**src/rtl/rpt_params.svh**
```systemverilog
// Timing counts, patterns and field positions of the packet repetition block.
// Assumes a 50 MHz system clock and a 10 Mb/s transmit bit rate.
`ifndef RPT_PARAMS_SVH
`define RPT_PARAMS_SVH

`define RPT_CLK_NS 20
`define RPT_BIT_NS 100
`define RPT_BIT_DIV ((`RPT_BIT_NS + `RPT_CLK_NS - 1) / `RPT_CLK_NS)
`define RPT_STARTUP_NS 1000
`define RPT_STARTUP_CYC ((`RPT_STARTUP_NS + `RPT_CLK_NS - 1) / `RPT_CLK_NS)
`define RPT_MIN_BITS 8'h60
`define RPT_PRE_BITS 8'h38
`define RPT_DATA_FIELD_BIT 8'h70
`define RPT_SFD_PATTERN 8'hAB
`define RPT_SFD_TAIL 2'h2
`define RPT_TW1_BITS 8'h10
`define RPT_TW2_BITS 8'h08
`define RPT_LFSR_SEED 15'h7FFF

`endif

```
**src/rtl/rpt_pkg.sv**
```systemverilog
// Types shared by the packet repetition block.
// Assumes rpt_params.svh carries all numeric constants.
package rpt_pkg;
  typedef enum logic [2:0] {
    RPT_IDLE = 3'h0,
    RPT_ARB = 3'h1,
    RPT_PRE = 3'h3,
    RPT_SFD = 3'h2,
    RPT_DATA = 3'h6,
    RPT_WAIT = 3'h4,
    RPT_RXCOL = 3'h7
  } rpt_state_e;
  typedef enum logic [1:0] {
    RPT_BUS_IDLE = 2'h0,
    RPT_BUS_REPEAT = 2'h1,
    RPT_BUS_RXCOL = 2'h2
  } rpt_bus_e;
  typedef struct packed {
    logic data;
    logic clk;
    logic frame;
  } rpt_serial_s;
endpackage

```
**src/rtl/rpt_repeater.sv**
```systemverilog
// Elasticity FIFO and main packet repetition control of one repeater device.
// Assumes pins and bus sense lines are asynchronous; CAM mismatch and secure
// mode inputs come from logic on sys_clk.
`timescale 1ns/10ps
`include "rpt_params.svh"

// ====================================================================
// Elasticity FIFO
module rpt_fifo #(
  parameter int W = 1,
  parameter int D = 32
) (
  input wire logic sys_clk,
  input wire logic resetn,
  input wire logic flush,
  input wire logic wr_valid,
  input wire logic [W-1:0] wr_data,
  output logic wr_ready,
  output logic rd_valid,
  output logic [W-1:0] rd_data,
  input wire logic rd_ready
);
  localparam int AW = $clog2(D);
  logic [W-1:0] mem_q [D];
  logic [AW:0] wp_q;
  logic [AW:0] rp_q;
  wire full = (wp_q[AW] != rp_q[AW]) && (wp_q[AW-1:0] == rp_q[AW-1:0]);
  wire empty = (wp_q == rp_q);
  wire push = wr_valid & ~full & ~flush;
  wire pop = rd_ready & ~empty & ~flush;
  assign wr_ready = ~full;
  assign rd_valid = ~empty;
  assign rd_data = mem_q[rp_q[AW-1:0]];

  always_ff @(posedge sys_clk)
  begin
    if (push)
    begin
      mem_q[wp_q[AW-1:0]] <= wr_data;
    end
  end

  always_ff @(posedge sys_clk or negedge resetn)
  begin
    if (!resetn)
    begin
      wp_q <= '0;
      rp_q <= '0;
    end
    else if (flush)
    begin
      wp_q <= '0;
      rp_q <= '0;
    end
    else
    begin
      wp_q <= wp_q + (AW+1)'(push);
      rp_q <= rp_q + (AW+1)'(pop);
    end
  end
endmodule

// ====================================================================
// Main repetition control
module rpt_repeater #(
  parameter int NP = 13,
  parameter int AUI_IDX = 12,
  parameter int FIFO_DEPTH = 32,
  parameter int FIFO_W = 1
) (
  input wire logic sys_clk,
  input wire logic resetn,
  input wire logic secure_mode,
  input wire logic [NP-1:0] da_mismatch,
  input wire logic sa_mismatch,
  input wire logic [NP-1:0] port_rx_active,
  input wire logic [NP-1:0] port_col_active,
  input wire logic dec_data,
  input wire logic dec_clk,
  input wire logic dec_lock,
  output logic [3:0] rx_mux_sel,
  input wire logic arb_chain_in_n,
  output logic arb_chain_out_n,
  input wire logic bus_activity_line_n_in,
  output logic bus_activity_line_n_out,
  output logic bus_activity_line_n_oe,
  input wire logic bus_collision_line_n_in,
  output logic bus_collision_line_n_out,
  output logic bus_collision_line_n_oe,
  input wire logic bus_serial_data_in,
  output logic bus_serial_data_out,
  output logic bus_serial_data_oe,
  input wire logic bus_bit_clock_in,
  output logic bus_bit_clock_out,
  output logic bus_bit_clock_oe,
  input wire logic bus_frame_enable_n_in,
  output logic bus_frame_enable_n_out,
  output logic bus_frame_enable_n_oe,
  output logic [NP-1:0] port_tx_en,
  output logic [NP-1:0] port_tx_data,
  output logic [1:0] bus_state,
  output logic elastic_buffer_error
);
  localparam int SW = 2 * NP + 9;

  // ==================================================================
  // Input synchronisers; active-low lines inverted ahead of the first stage
  logic [SW-1:0] sync1_q;
  logic [SW-1:0] sync2_q;
  wire [SW-1:0] sync_in = {port_rx_active, port_col_active, dec_data, dec_clk, dec_lock,
                           ~arb_chain_in_n, ~bus_activity_line_n_in, ~bus_collision_line_n_in,
                           bus_serial_data_in, bus_bit_clock_in, ~bus_frame_enable_n_in};

  always_ff @(posedge sys_clk or negedge resetn)
  begin
    if (!resetn)
    begin
      sync1_q <= '0;
      sync2_q <= '0;
    end
    else
    begin
      sync1_q <= sync_in;
      sync2_q <= sync1_q;
    end
  end

  wire [NP-1:0] rx_s = sync2_q[SW-1 -: NP];
  wire [NP-1:0] col_s = sync2_q[NP+8 -: NP];
  wire dec_data_s = sync2_q[8];
  wire dec_clk_s = sync2_q[7];
  wire dec_lock_s = sync2_q[6];
  wire chain_busy_s = sync2_q[5];
  wire act_s = sync2_q[4];
  wire coll_s = sync2_q[3];
  rpt_pkg::rpt_serial_s bus_in_s;
  assign bus_in_s = sync2_q[2:0];

  // ==================================================================
  // Local arbitration
  function automatic logic [3:0] first_port(input logic [NP-1:0] act);
    first_port = 4'h0;
    for (int i = NP - 1; i >= 0; i--)
    begin
      if (act[i])
      begin
        first_port = 4'(i);
      end
    end
  endfunction

  wire [NP-1:0] local_act = rx_s | col_s;
  wire local_any = |local_act;
  wire [3:0] local_win = first_port(local_act);
  wire local_claim = local_any & ~chain_busy_s;

  // ==================================================================
  // Bit rate enable and state registers
  rpt_pkg::rpt_state_e state_q;
  rpt_pkg::rpt_state_e state_d;
  logic [2:0] div_q;
  logic [7:0] startup_q;
  logic [7:0] bitcnt_q;
  logic [7:0] dcnt_q;
  logic [7:0] ext_q;
  logic [1:0] sfdcnt_q;
  logic owns_q;
  logic [3:0] owner_q;
  logic alt_q;
  logic err_q;
  logic col_seen_q;
  logic sfd_found_q;
  logic [7:0] shift_q;
  logic clk_prev_q;
  logic [14:0] lfsr_q;
  rpt_pkg::rpt_serial_s bus_out_q;
  logic act_drive_q;
  logic coll_drive_q;

  wire bit_en = (div_q == 3'(`RPT_BIT_DIV - 1));
  wire startup_done = (startup_q == 8'(`RPT_STARTUP_CYC - 1));
  wire min_done = (bitcnt_q >= `RPT_MIN_BITS);
  wire tw2_done = (ext_q >= `RPT_TW2_BITS);
  wire tw1_done = (ext_q >= (`RPT_TW1_BITS - 8'h01));
  wire is_pre = (state_q == rpt_pkg::RPT_PRE);
  wire is_data = (state_q == rpt_pkg::RPT_DATA);
  wire sending = is_pre || is_data || (state_q == rpt_pkg::RPT_SFD)
                 || (state_q == rpt_pkg::RPT_RXCOL);

  // ==================================================================
  // Bus receive path into the elasticity FIFO
  wire bus_edge = bus_in_s.clk & ~clk_prev_q;
  wire [7:0] shift_d = {shift_q[6:0], bus_in_s.data};
  wire sfd_hit = bus_edge & bus_in_s.frame & ~sfd_found_q & (shift_d == `RPT_SFD_PATTERN);
  wire fifo_wr = bus_edge & bus_in_s.frame & sfd_found_q & ~col_seen_q;
  wire fifo_wr_ready;
  wire fifo_rd_valid;
  wire [FIFO_W-1:0] fifo_rd_data;
  wire fifo_rd = bit_en & is_data;
  wire overflow = fifo_wr & ~fifo_wr_ready;
  wire underrun = is_data & ~fifo_rd_valid & sfd_found_q;
  wire jam_cond = coll_s | err_q | overflow | underrun;
  wire frame_over = ~fifo_rd_valid & ~sfd_found_q;

  rpt_fifo #(
    .W(FIFO_W),
    .D(FIFO_DEPTH)
  ) u_fifo (
    .sys_clk(sys_clk),
    .resetn(resetn),
    .flush(state_q == rpt_pkg::RPT_IDLE),
    .wr_valid(fifo_wr),
    .wr_data(FIFO_W'(bus_in_s.data)),
    .wr_ready(fifo_wr_ready),
    .rd_valid(fifo_rd_valid),
    .rd_data(fifo_rd_data),
    .rd_ready(fifo_rd)
  );

  // ==================================================================
  // Main state machine
  always_comb
  begin
    state_d = state_q;
    unique case (state_q)
      rpt_pkg::RPT_IDLE:
        if (act_s)
          state_d = rpt_pkg::RPT_ARB;
      rpt_pkg::RPT_ARB:
        if (startup_done)
          state_d = rpt_pkg::RPT_PRE;
      rpt_pkg::RPT_PRE:
        if (bit_en)
        begin
          if (jam_cond || (!act_s && frame_over))
            state_d = rpt_pkg::RPT_RXCOL;
          else if (bitcnt_q >= `RPT_PRE_BITS && fifo_rd_valid && !alt_q)
            state_d = rpt_pkg::RPT_SFD;
        end
      rpt_pkg::RPT_SFD:
        if (bit_en)
        begin
          if (jam_cond)
            state_d = rpt_pkg::RPT_RXCOL;
          else if (sfdcnt_q == `RPT_SFD_TAIL - 2'h1)
            state_d = rpt_pkg::RPT_DATA;
        end
      rpt_pkg::RPT_DATA:
        if (bit_en)
        begin
          if (jam_cond)
            state_d = rpt_pkg::RPT_RXCOL;
          else if (frame_over)
            state_d = min_done ? rpt_pkg::RPT_WAIT : rpt_pkg::RPT_RXCOL;
        end
      rpt_pkg::RPT_RXCOL:
        if (bit_en && min_done && tw2_done && !coll_s && !act_s)
          state_d = rpt_pkg::RPT_WAIT;
      rpt_pkg::RPT_WAIT:
        if (bit_en && tw1_done)
          state_d = rpt_pkg::RPT_IDLE;
      default:
        state_d = rpt_pkg::RPT_IDLE;
    endcase
  end

  always_ff @(posedge sys_clk or negedge resetn)
  begin
    if (!resetn)
    begin
      state_q <= rpt_pkg::RPT_IDLE;
      div_q <= 3'h0;
      startup_q <= 8'h00;
      owns_q <= 1'b0;
      owner_q <= 4'h0;
    end
    else
    begin
      state_q <= state_d;
      div_q <= bit_en ? 3'h0 : div_q + 3'h1;
      startup_q <= (state_q == rpt_pkg::RPT_ARB) ? startup_q + 8'h01 : 8'h00;
      if (state_q == rpt_pkg::RPT_ARB && startup_done)
      begin
        owns_q <= local_claim;
        owner_q <= local_win;
      end
      else if (state_q == rpt_pkg::RPT_IDLE)
      begin
        owns_q <= 1'b0;
      end
    end
  end

  // Bit time counters, all stepped by the transmit bit enable
  always_ff @(posedge sys_clk or negedge resetn)
  begin
    if (!resetn)
    begin
      bitcnt_q <= 8'h00;
      dcnt_q <= 8'h00;
      ext_q <= 8'h00;
      sfdcnt_q <= 2'h0;
      alt_q <= 1'b1;
    end
    else if (state_q == rpt_pkg::RPT_IDLE || state_q == rpt_pkg::RPT_ARB)
    begin
      bitcnt_q <= 8'h00;
      dcnt_q <= 8'h00;
      ext_q <= 8'h00;
      sfdcnt_q <= 2'h0;
      alt_q <= 1'b1;
    end
    else if (bit_en)
    begin
      if (bitcnt_q != 8'hFF)
        bitcnt_q <= bitcnt_q + 8'h01;
      if (is_data && dcnt_q != 8'hFF)
        dcnt_q <= dcnt_q + 8'h01;
      if (state_q == rpt_pkg::RPT_SFD)
        sfdcnt_q <= sfdcnt_q + 2'h1;
      alt_q <= ~alt_q;
      if (state_d != state_q || (state_q == rpt_pkg::RPT_RXCOL && coll_s))
        ext_q <= 8'h00;
      else if (ext_q != 8'hFF)
        ext_q <= ext_q + 8'h01;
    end
  end

  // Frame search, collision latch and error flag; set wins over clear
  always_ff @(posedge sys_clk or negedge resetn)
  begin
    if (!resetn)
    begin
      shift_q <= 8'h00;
      sfd_found_q <= 1'b0;
      clk_prev_q <= 1'b0;
      col_seen_q <= 1'b0;
      err_q <= 1'b0;
      lfsr_q <= `RPT_LFSR_SEED;
    end
    else
    begin
      clk_prev_q <= bus_in_s.clk;
      if (bus_edge)
        shift_q <= shift_d;
      if (sfd_hit)
        sfd_found_q <= 1'b1;
      else if (!bus_in_s.frame)
        sfd_found_q <= 1'b0;
      if (coll_s)
        col_seen_q <= 1'b1;
      else if (state_q == rpt_pkg::RPT_IDLE)
        col_seen_q <= 1'b0;
      if (overflow || underrun)
        err_q <= 1'b1;
      else if (state_q == rpt_pkg::RPT_IDLE)
        err_q <= 1'b0;
      if (bit_en)
        lfsr_q <= {lfsr_q[13:0], lfsr_q[14] ^ lfsr_q[13]};
    end
  end

  // ==================================================================
  // Bus drive while holding the receiving port
  wire sa_scramble = secure_mode & sa_mismatch;
  wire owner_rx = rx_s[owner_q];
  wire owner_col = col_s[owner_q];
  wire act_drive_d = (state_q == rpt_pkg::RPT_IDLE || state_q == rpt_pkg::RPT_ARB)
                     ? local_claim : (owns_q & (owner_rx | owner_col));

  always_ff @(posedge sys_clk or negedge resetn)
  begin
    if (!resetn)
    begin
      bus_out_q <= '0;
      act_drive_q <= 1'b0;
      coll_drive_q <= 1'b0;
      arb_chain_out_n <= 1'b1;
    end
    else
    begin
      bus_out_q.clk <= dec_clk_s;
      bus_out_q.data <= sa_scramble ? lfsr_q[0] : dec_data_s;
      bus_out_q.frame <= owns_q & dec_lock_s & owner_rx;
      act_drive_q <= act_drive_d;
      coll_drive_q <= owns_q & (owner_q == 4'(AUI_IDX)) & owner_col;
      arb_chain_out_n <= ~(chain_busy_s | local_any);
    end
  end

  // The decoder stays on the local winner once this device wins arbitration; otherwise it follows local_win
  assign rx_mux_sel = owns_q ? owner_q : local_win;
  assign bus_activity_line_n_out = 1'b0;
  assign bus_activity_line_n_oe = act_drive_q;
  assign bus_collision_line_n_out = 1'b0;
  assign bus_collision_line_n_oe = coll_drive_q;
  wire bus_drive = owns_q & dec_lock_s;
  assign bus_serial_data_out = bus_out_q.data;
  assign bus_serial_data_oe = bus_drive;
  assign bus_bit_clock_out = bus_out_q.clk;
  assign bus_bit_clock_oe = bus_drive;
  assign bus_frame_enable_n_out = ~bus_out_q.frame;
  assign bus_frame_enable_n_oe = bus_drive;
  assign elastic_buffer_error = err_q;

  // Merged state as the bus shows it
  assign bus_state = (state_q == rpt_pkg::RPT_RXCOL) ? rpt_pkg::RPT_BUS_RXCOL
                   : (is_pre || is_data || state_q == rpt_pkg::RPT_SFD)
                   ? rpt_pkg::RPT_BUS_REPEAT : rpt_pkg::RPT_BUS_IDLE;

  // ==================================================================
  // Per-port transmit; preamble and jam share the alternating generator
  wire data_field = dcnt_q >= `RPT_DATA_FIELD_BIT;
  wire tx_bit = is_data ? fifo_rd_data[0]
              : (state_q == rpt_pkg::RPT_SFD) ? 1'b1 : alt_q;

  genvar gi;
  generate
    for (gi = 0; gi < NP; gi++)
    begin : g_port
      wire scramble = is_data & secure_mode & ((da_mismatch[gi] & data_field) | sa_mismatch);
      always_ff @(posedge sys_clk or negedge resetn)
      begin
        if (!resetn)
        begin
          port_tx_en[gi] <= 1'b0;
          port_tx_data[gi] <= 1'b0;
        end
        else if (bit_en)
        begin
          port_tx_en[gi] <= sending & ~(owns_q & (owner_q == 4'(gi)));
          port_tx_data[gi] <= scramble ? lfsr_q[0] : tx_bit;
        end
      end
    end
  endgenerate

  // ==================================================================
  // Checks
  arb_out_a: assert property (@(posedge sys_clk) disable iff (!resetn)
    (chain_busy_s | local_any) |=> !arb_chain_out_n)
    else $error("chain output not pulled low on activity");

  startup_len_a: assert property (@(posedge sys_clk) disable iff (!resetn)
    (state_q == rpt_pkg::RPT_ARB && state_d == rpt_pkg::RPT_PRE) |-> startup_done)
    else $error("start-up delay cut short");

  pre_enough_a: assert property (@(posedge sys_clk) disable iff (!resetn)
    $rose(state_q == rpt_pkg::RPT_SFD) |-> $past(bitcnt_q) >= `RPT_PRE_BITS)
    else $error("data started before enough preamble");

  rxcol_exit_a: assert property (@(posedge sys_clk) disable iff (!resetn)
    (state_q == rpt_pkg::RPT_RXCOL) ##1 (state_q == rpt_pkg::RPT_WAIT)
    |-> $past(min_done) && $past(!act_s))
    else $error("receive collision left too early");

  ext_hold_a: assert property (@(posedge sys_clk) disable iff (!resetn)
    (state_q == rpt_pkg::RPT_RXCOL && state_d == rpt_pkg::RPT_WAIT) |-> tw2_done && !coll_s)
    else $error("collision extension not completed");

  jam_switch_a: assert property (@(posedge sys_clk) disable iff (!resetn)
    (is_data && bit_en && coll_s) |=> state_q == rpt_pkg::RPT_RXCOL)
    else $error("collision did not switch to jam");

  err_like_col_a: assert property (@(posedge sys_clk) disable iff (!resetn)
    (err_q && bit_en && (is_pre || is_data)) |=> state_q == rpt_pkg::RPT_RXCOL)
    else $error("buffer error not handled as collision");

  sfd_gate_a: assert property (@(posedge sys_clk) disable iff (!resetn)
    fifo_wr |-> sfd_found_q && !col_seen_q)
    else $error("buffer written before frame delimiter");

  wait_tw1_a: assert property (@(posedge sys_clk) disable iff (!resetn)
    (state_q == rpt_pkg::RPT_WAIT && state_d == rpt_pkg::RPT_IDLE) |-> tw1_done)
    else $error("recovery time cut short");

  bus_view_a: assert property (@(posedge sys_clk) disable iff (!resetn)
    (is_pre || is_data) |-> bus_state == rpt_pkg::RPT_BUS_REPEAT)
    else $error("bus state not shown as repeat");

  bus_data_a: assert property (@(posedge sys_clk) disable iff (!resetn)
    !sa_scramble |=> bus_out_q.data == $past(dec_data_s))
    else $error("bus data altered without source mismatch");
endmodule

```
**config.mk**
```make
export PLATFORM = sky130hd
export DESIGN_NAME = rpt_repeater
export DESIGN_NICKNAME = d
export VERILOG_FILES = /design/src/rtl/rpt_pkg.sv /design/src/rtl/rpt_repeater.sv
export VERILOG_INCLUDE_DIRS = /design/src /design/src/rtl
export SDC_FILE = /design/constraint.sdc
export NUM_CORES = 1
export LEC_CHECK = 0
export BUFFER_PORTS_ARGS = -buffer_cell sky130_fd_sc_hd__buf_4
export CAP_MARGIN = 20
export CORE_ASPECT_RATIO = 0.6
export CORE_MARGIN = 2
export CORE_UTILIZATION = 63
export CTS_CLUSTER_DIAMETER = 200
export CTS_CLUSTER_SIZE = 25
export DETAILED_ROUTE_END_ITERATION = 6
export PLACE_DENSITY = 0.88
export RECOVER_POWER = 50
export SLEW_MARGIN = 20
export SYNTH_ARGS = -nofsm -noshare
export SYNTH_HDL_FRONTEND = slang
export SYNTH_SLANG_ARGS = --single-unit
```
**constraint.sdc**
```tcl
create_clock -name sys_clk -period 3.5 [get_ports sys_clk]
set_clock_uncertainty 0.1 [all_clocks]
set_input_delay 0.175 -clock sys_clk [delete_from_list [all_inputs] [get_ports sys_clk]]
set_output_delay 0.175 -clock sys_clk [all_outputs]
set_load 0.05 [all_outputs]
```
* After elaboration in Yosys (flattened, before gate mapping)
Memories as Yosys holds them, arrays and structs flattened.
Cells that the tools add are included.
** Cells by class
- Add/sub/neg operators :: 8
- $lt $le $gt $ge :: 6
- Equality and inequality tests :: 30
- Multiplexer cells :: 79
- Bitwise gates (word level) :: 121
- Reductions and logical operators :: 37
** Operators with widths (count)
- 8-bit 2-to-1 mux :: 11
- 1-bit bitwise AND :: 74
- 4-bit 2-to-1 mux :: 14
- 3-bit 2-to-1 mux :: 14
- 8-bit by 1-bit adder with 8-bit output (second input constant) :: 4
- 1-bit 2-to-1 mux :: 30
- 1-bit NOT :: 27
- 8-bit inequality test (second input constant) :: 3
- 3-bit case mux with 7 select lines :: 1
- 4-bit == test (second input constant) :: 5
- 1-bit bitwise OR :: 18
- 4-bit by 3-bit == test with 1-bit output (second input constant) :: 4
- 8-bit by 4-bit >= comparator with 1-bit output (second input constant) :: 2
- 8-bit by 7-bit >= comparator with 1-bit output (second input constant) :: 2
- 2-bit nonzero test :: 7
- 13-bit bitwise OR :: 1
- 13-bit OR reduction :: 1
- 6-bit by 1-bit adder with 6-bit output :: 2
- 3-bit == test (second input constant) :: 4
- 1-bit logical AND :: 12
- 6-bit 2-to-1 mux :: 2
- 2-bit 2-to-1 mux :: 5
- 1-bit binary-select mux with 4-bit select :: 2
- 4-bit by 2-bit == test with 1-bit output (second input constant) :: 2
- 22 further kinds :: 34
** Word-level totals
- Flip-flop bits (word level) :: 186
- Bits in writable memories :: 32
- Input port bits :: 52
- Logic and storage cells :: 334
- Memories :: 1
** Memories
- u_fifo.mem_q :: depth 32, width 1, rd ports 1, clocked after Yosys merged registers in 0, write ports 1, line rpt_repeater.sv:24 : logic [W-1:0] mem_q [D];

* Longest topological paths before layout
- Depth in word-level cells :: 17
- Depth in mapped cells :: 10

* Modules after synthesis
A second synthesis with hierarchy kept.
** Unflattened totals
- Cells, all modules :: 877
- Area, all modules :: 9646.8 µm²
** By module, submodules not included
- rpt_repeater :: instances 1, cells each 686, area each 7340.8 µm², seq. area each 4375.4 µm²
- rpt_fifo :: instances 1, cells each 191, area each 2306.0 µm², seq. area each 1261.2 µm²

* Worst setup path before layout
Ideal clock, no wire load.
- Kind :: reg2out
- Start point :: register sync2_q[32]
- End point :: output port rx_mux_sel[0]
- Arrival :: 2.816 ns
- Data required time :: 3.225 ns
- Path slack :: 0.409 ns
- Cell stages (with the launch flop) :: 7
- Path buffers :: 0
- Cells stage by stage :: dfrtp_1 -> o31ai_1 -> a211oi_1 -> o31ai_1 -> a211oi_1 -> o31a_1 -> o41ai_1
** On the way
- Word-level cells in the longest chain between the ends :: 13
** RTL lines
- start: declaration :: line rpt_repeater.sv:109 : logic [SW-1:0] sync2_q;
- start signal: assignment :: line rpt_repeater.sv:124 : sync2_q <= sync1_q;
- 13-bit bitwise OR :: line rpt_repeater.sv:152 : wire [NP-1:0] local_act = rx_s | col_s;
- 4-bit 2-to-1 mux (11 in a row) :: line rpt_repeater.sv:145 : if (act[i])
- 4-bit 2-to-1 mux :: line rpt_repeater.sv:392 : assign rx_mux_sel = owns_q ? owner_q : local_win;
- end: declaration :: line rpt_repeater.sv:81 : output logic [3:0] rx_mux_sel,
No other way between the ends.

* Final worst setup path
- Start point :: register state_q[1]
- End point :: register ext_q[7]
** On the way
- Word-level cells in the longest chain between the ends :: 13
- Elaborated cells on any way between the ends :: 35
- Classes of those cells :: eq/ne: 7; mux: 17; bitwise: 3; reduce/logical: 8
** RTL lines
- start: declaration :: line rpt_repeater.sv:159 : rpt_pkg::rpt_state_e state_q;
- start signal: assignment :: line rpt_repeater.sv:271 : state_q <= rpt_pkg::RPT_IDLE;
- start signal: assignment :: line rpt_repeater.sv:279 : state_q <= state_d;
- 3-bit == test :: line rpt_repeater.sv:186, rpt_repeater.sv:225
- 1-bit bitwise AND (2 in a row) :: line rpt_repeater.sv:201 : wire underrun = is_data & ~fifo_rd_valid & sfd_found_q;
- 1-bit bitwise OR :: line rpt_repeater.sv:202 : wire jam_cond = coll_s | err_q | overflow | underrun;
- 1-bit logical OR :: line rpt_repeater.sv:235 : if (jam_cond || (!act_s && frame_over))
- 3-bit 2-to-1 mux :: line rpt_repeater.sv:235
- 3-bit 2-to-1 mux :: line rpt_repeater.sv:233 : if (bit_en)
- 3-bit case mux with 7 select lines :: line rpt_repeater.sv:225 : unique case (state_q)
- 3-bit inequality test :: line rpt_repeater.sv:322 : if (state_d != state_q || (state_q == rpt_pkg::RPT_RXCOL && coll_s))
- 1-bit logical OR :: line rpt_repeater.sv:322
- 8-bit 2-to-1 mux :: line rpt_repeater.sv:322
- 8-bit 2-to-1 mux :: line rpt_repeater.sv:313 : else if (bit_en)
- 8-bit 2-to-1 mux :: line rpt_repeater.sv:305 : else if (state_q == rpt_pkg::RPT_IDLE || state_q == rpt_pkg::RPT_ARB)
- end signal: assignment :: line rpt_repeater.sv:325 : ext_q <= ext_q + 8'h01;
- end: declaration :: line rpt_repeater.sv:165 : logic [7:0] ext_q;
Parallel ways exist; a longest one is shown, timed or not. The select of a mux whose other input is x is not followed.
A chain may end at the register's enable or synchronous reset.

==> results.md <==
* Status: finished with violations
* Failing checks: capacitance limit, slew limit
* Fin Hold WS at 13.7 ps
* DRT iter0 DRCs at 786
* Overall global routing resource usage at 27.9%
* Fmax at 327 MHz
* Fin crit period at 3060 ps
* Post-detail-place hpwl at 13600 um
* Total setup buffers inserted after CTS at 0
* Yosys synthesis warning count at 0
* Final TNS setup at 0 ps
* Crit path capture type: flip-flop
* Yosys cell types at 73
* Count of final max-slew check failures at 99
* Port bufs at 93
* CORE AREA at 14400 um2
* Sw Ratio at 26.3%
* Commonest cells post-synth: dfrtp_1, nand2_1, nor2_1
* Slew @ Worst Pin at 2390 ps
* DR pass1 iterations at 7
* I/O pin total at 96
* Final Cell Area at 10800 um2
* Clock sinks at 218
* WP buf/inv at 0
* Initial antenna violation count at 0
* Flop pwr share at 57.8%
* Design Power at 4900 uW
* Cells after synthesis at 817
* Post-synth EDFFs at 32
* Htree depth at 1
* Antenna cells at 0
* RSZ-0062 raised after global routing: no
* Syn avg cell area at 11.3 um2
* R2r setup slk at 440 ps
* Synth async-reset ratio at 85.3%
* CTS Buffer Depth at 3
* CTS tree: built
* Antenna Nets Post-Route at 0
* GRT Max-Usage Layer: met2
* Area grow syn2layout at 16.7%
* Routability Congestion at 0.892
* Synth area leader: dfrtp_1
* Top cell type's share of synthesized area at 45.6%
* Layout Nets at 1007
* Net switching power at 1290 uW
* Final worst setup slack at 442 ps
* Clock tree root buffer cell: clkbuf_16
* Slew Limit Headroom at -59.2%
* CP Launch Type: flip-flop
* Top-count cell post-synth: dfrtp_1
* Placed Area at 10100 um2
* Ys flop type: dfrtp_1
* Max incr delay on CP at 830 ps
* P per Cell Area at 453 nW/um2
* CTS Buf Count at 12
* Crit-path slowest cell: dfrtp_1
* Mapped cell area at 9270 um2
* Rows at 34
* Vias at 6836
* First-pass GRT wire length at 34700 um
* GR Util met2 at 44.2%
* Final setup vio count at 0
* Post-synthesis sequential area ratio at 60.8%
* Post-place setup slack at 531 ps
* Worst-Skew Late Latency at 480 ps
* Final Cycle Share at 87.4%
* Seq cells post-synth at 218
* Total grt overflow at 0
* Number of max-cap violations at 1
* Number of global-route vias before repair at 6730
* Share of layout cells above drive strength 1 at 14.1%
* Final hold viol count at 0
* Cell family with most CP delay: simple AND/OR/NAND/NOR gates
* Int Power at 3620 uW
* Largest net degree at the start of global routing at 99
* Clock-pin slew of the registers on the worst-case setup and hold paths at 100 ps
* Required time of the critical path at 3750 ps
* WL final at 21300 um
* Crit path max fanout at 29
* Cell leakage power at 0.00449 uW
* Proportion of power drawn by combinational gates at 11.5%
* Die X at 161 um
* M1 GR Usage at 40.7%
* # DRC at 0
* Routed wire per std cell at 18.6 um
* Die Height at 98.0 um
* Setup CP Type: reg -> reg
* Met3 GRT Util at 4.55%
* CP arrival at 3310 ps
* Starting Density at 64.3%
* Worst-path cell chain: and3b_1, mux2i_1, nor4b_2, o21ai_1, a2bb2oi_2, or2_1, o22ai_1
* Worst min-delay path category: in -> reg
* Largest cells by area after synthesis: dfrtp_1, edfxtp_1, dfstp_2
* Clock power share at 30.6%
* Vias per inst at 5.97
* Die Area at 15700 um2
* Peak VDD IR at 0.469 mV
metal layers:
metal | part of all wire (%) | wire (um)
met2 | 46 | 9840
met4 | 2.6 | 560
met3 | 8.1 | 1730
met1 | 43 | 9130
met5 | 0 | 0
cell type report:
class	instances	area, um2
flip-flops and latches	218	5640
fillers	916	3610
multi-input cells	541	3380
inverters	18	67.6
well taps	198	248
repair buffers	150	1120
clock buffers	19	348
clock inverters	1	8.76
registers in the layout, summed over array words and instances (netlist names), 2 cells and up:
name / cells
sfdcnt_q: 2
state_q: 3
div_q: 3
u_fifo.wp_q: 6
shift_q: 7
u_fifo.rp_q: 6
sync2_q: 35
lfsr_q: 15
bitcnt_q: 8
startup_q: 8
ext_q: 8
u_fifo.mem_q: 32
owner_q: 4
port_tx_en: 13
dcnt_q: 8
port_tx_data: 13
sync1_q: 35
worst paths after layout:
path | start | endpoint | cells after the start
worst max-delay path | state_q[1]$_DFF_PN0_ | ext_q[7]$_DFFE_PN0P_ | 7
min in group asynchronous | resetn | port_tx_data[9]$_DFFE_PN0N_ | 2
max in group asynchronous | resetn | arb_chain_out_n$_DFF_PN1_ | 3
worst min register to register | sync1_q[31]$_DFF_PN0_ | sync2_q[31]$_DFF_PN0_ | 0
worst max register to register | state_q[1]$_DFF_PN0_ | ext_q[7]$_DFFE_PN0P_ | 7
worst min-delay path | da_mismatch[0] | port_tx_data[0]$_DFFE_PN0N_ | 4
per-stage QoR:
step                      utilization (%)  cells
after floorplan                         -    818
after global placement               70.0   1076
after detailed placement             70.0   1076
after CTS                            75.9   1145
after global routing                 75.0   1145
final                                75.0   1145
cell usage in the layout, fill, tap and decap left out, drive strengths merged, types with 7 or more instances in the layout:
| master | Yosys | layout |
|---|---|---|
| nand3 | 30 | 30 |
| and2 | 8 | 8 |
| nor2 | 104 | 104 |
| ha | 14 | 14 |
| xor2 | 19 | 19 |
| and3 | 9 | 9 |
| xnor2 | 15 | 15 |
| buf | 12 | 32 |
| a21oi | 26 | 26 |
| inv | 18 | 19 |
| a22oi | 13 | 13 |
| nand3b | 7 | 7 |
| nor4 | 9 | 9 |
| dlygate4sd3 | 0 | 49 |
| o21ai | 58 | 58 |
| edfxtp | 32 | 32 |
| a211oi | 8 | 8 |
| o31ai | 7 | 7 |
| mux4 | 16 | 16 |
| clkbuf | 29 | 88 |
| nand2 | 113 | 113 |
| nand4 | 7 | 7 |
| dfrtp | 169 | 169 |
| mux2 | 8 | 8 |
| dfstp | 17 | 17 |
worst reg2reg max path: cells and delay by family, from the launching register on:
kind	cells	cell delay, ps
simple gates	3	1300
mux	1	120
flops	1	830
compound gates	3	600
what timing repair did:
| item | CTS | global route |
|---|---|---|
| gates resized for setup | 0 | 0 |
| hold buffers | 49 | 0 |
| hold endpoints to repair | 138 | 0 |
power by group through the flow:
stage	clock, uW	combinational, uW	sequential (uW)
2_1_floorplan	0	282	2900
3_3_place_gp	0	508	2870
3_5_place_dp	0	533	2880
4_1_cts	1510	579	2830
5_1_grt	1610	611	2850
6_report	1500	566	2840
cell families after synthesis:
family / count (synthesis) / synth area share, %
XOR/XNOR: 34 / 3.21
buffers and inverters: 59 / 2.74
flip-flops: 218 / 60.8
AND/OR/NAND/NOR: 317 / 15.8
multiplexers: 28 / 5.29
other: 1 / 0.0405
adder cells (fa/ha/maj): 14 / 1.89
AO/OA/AOI/OAI: 146 / 10.2
(Power assumes the default switching activity.)
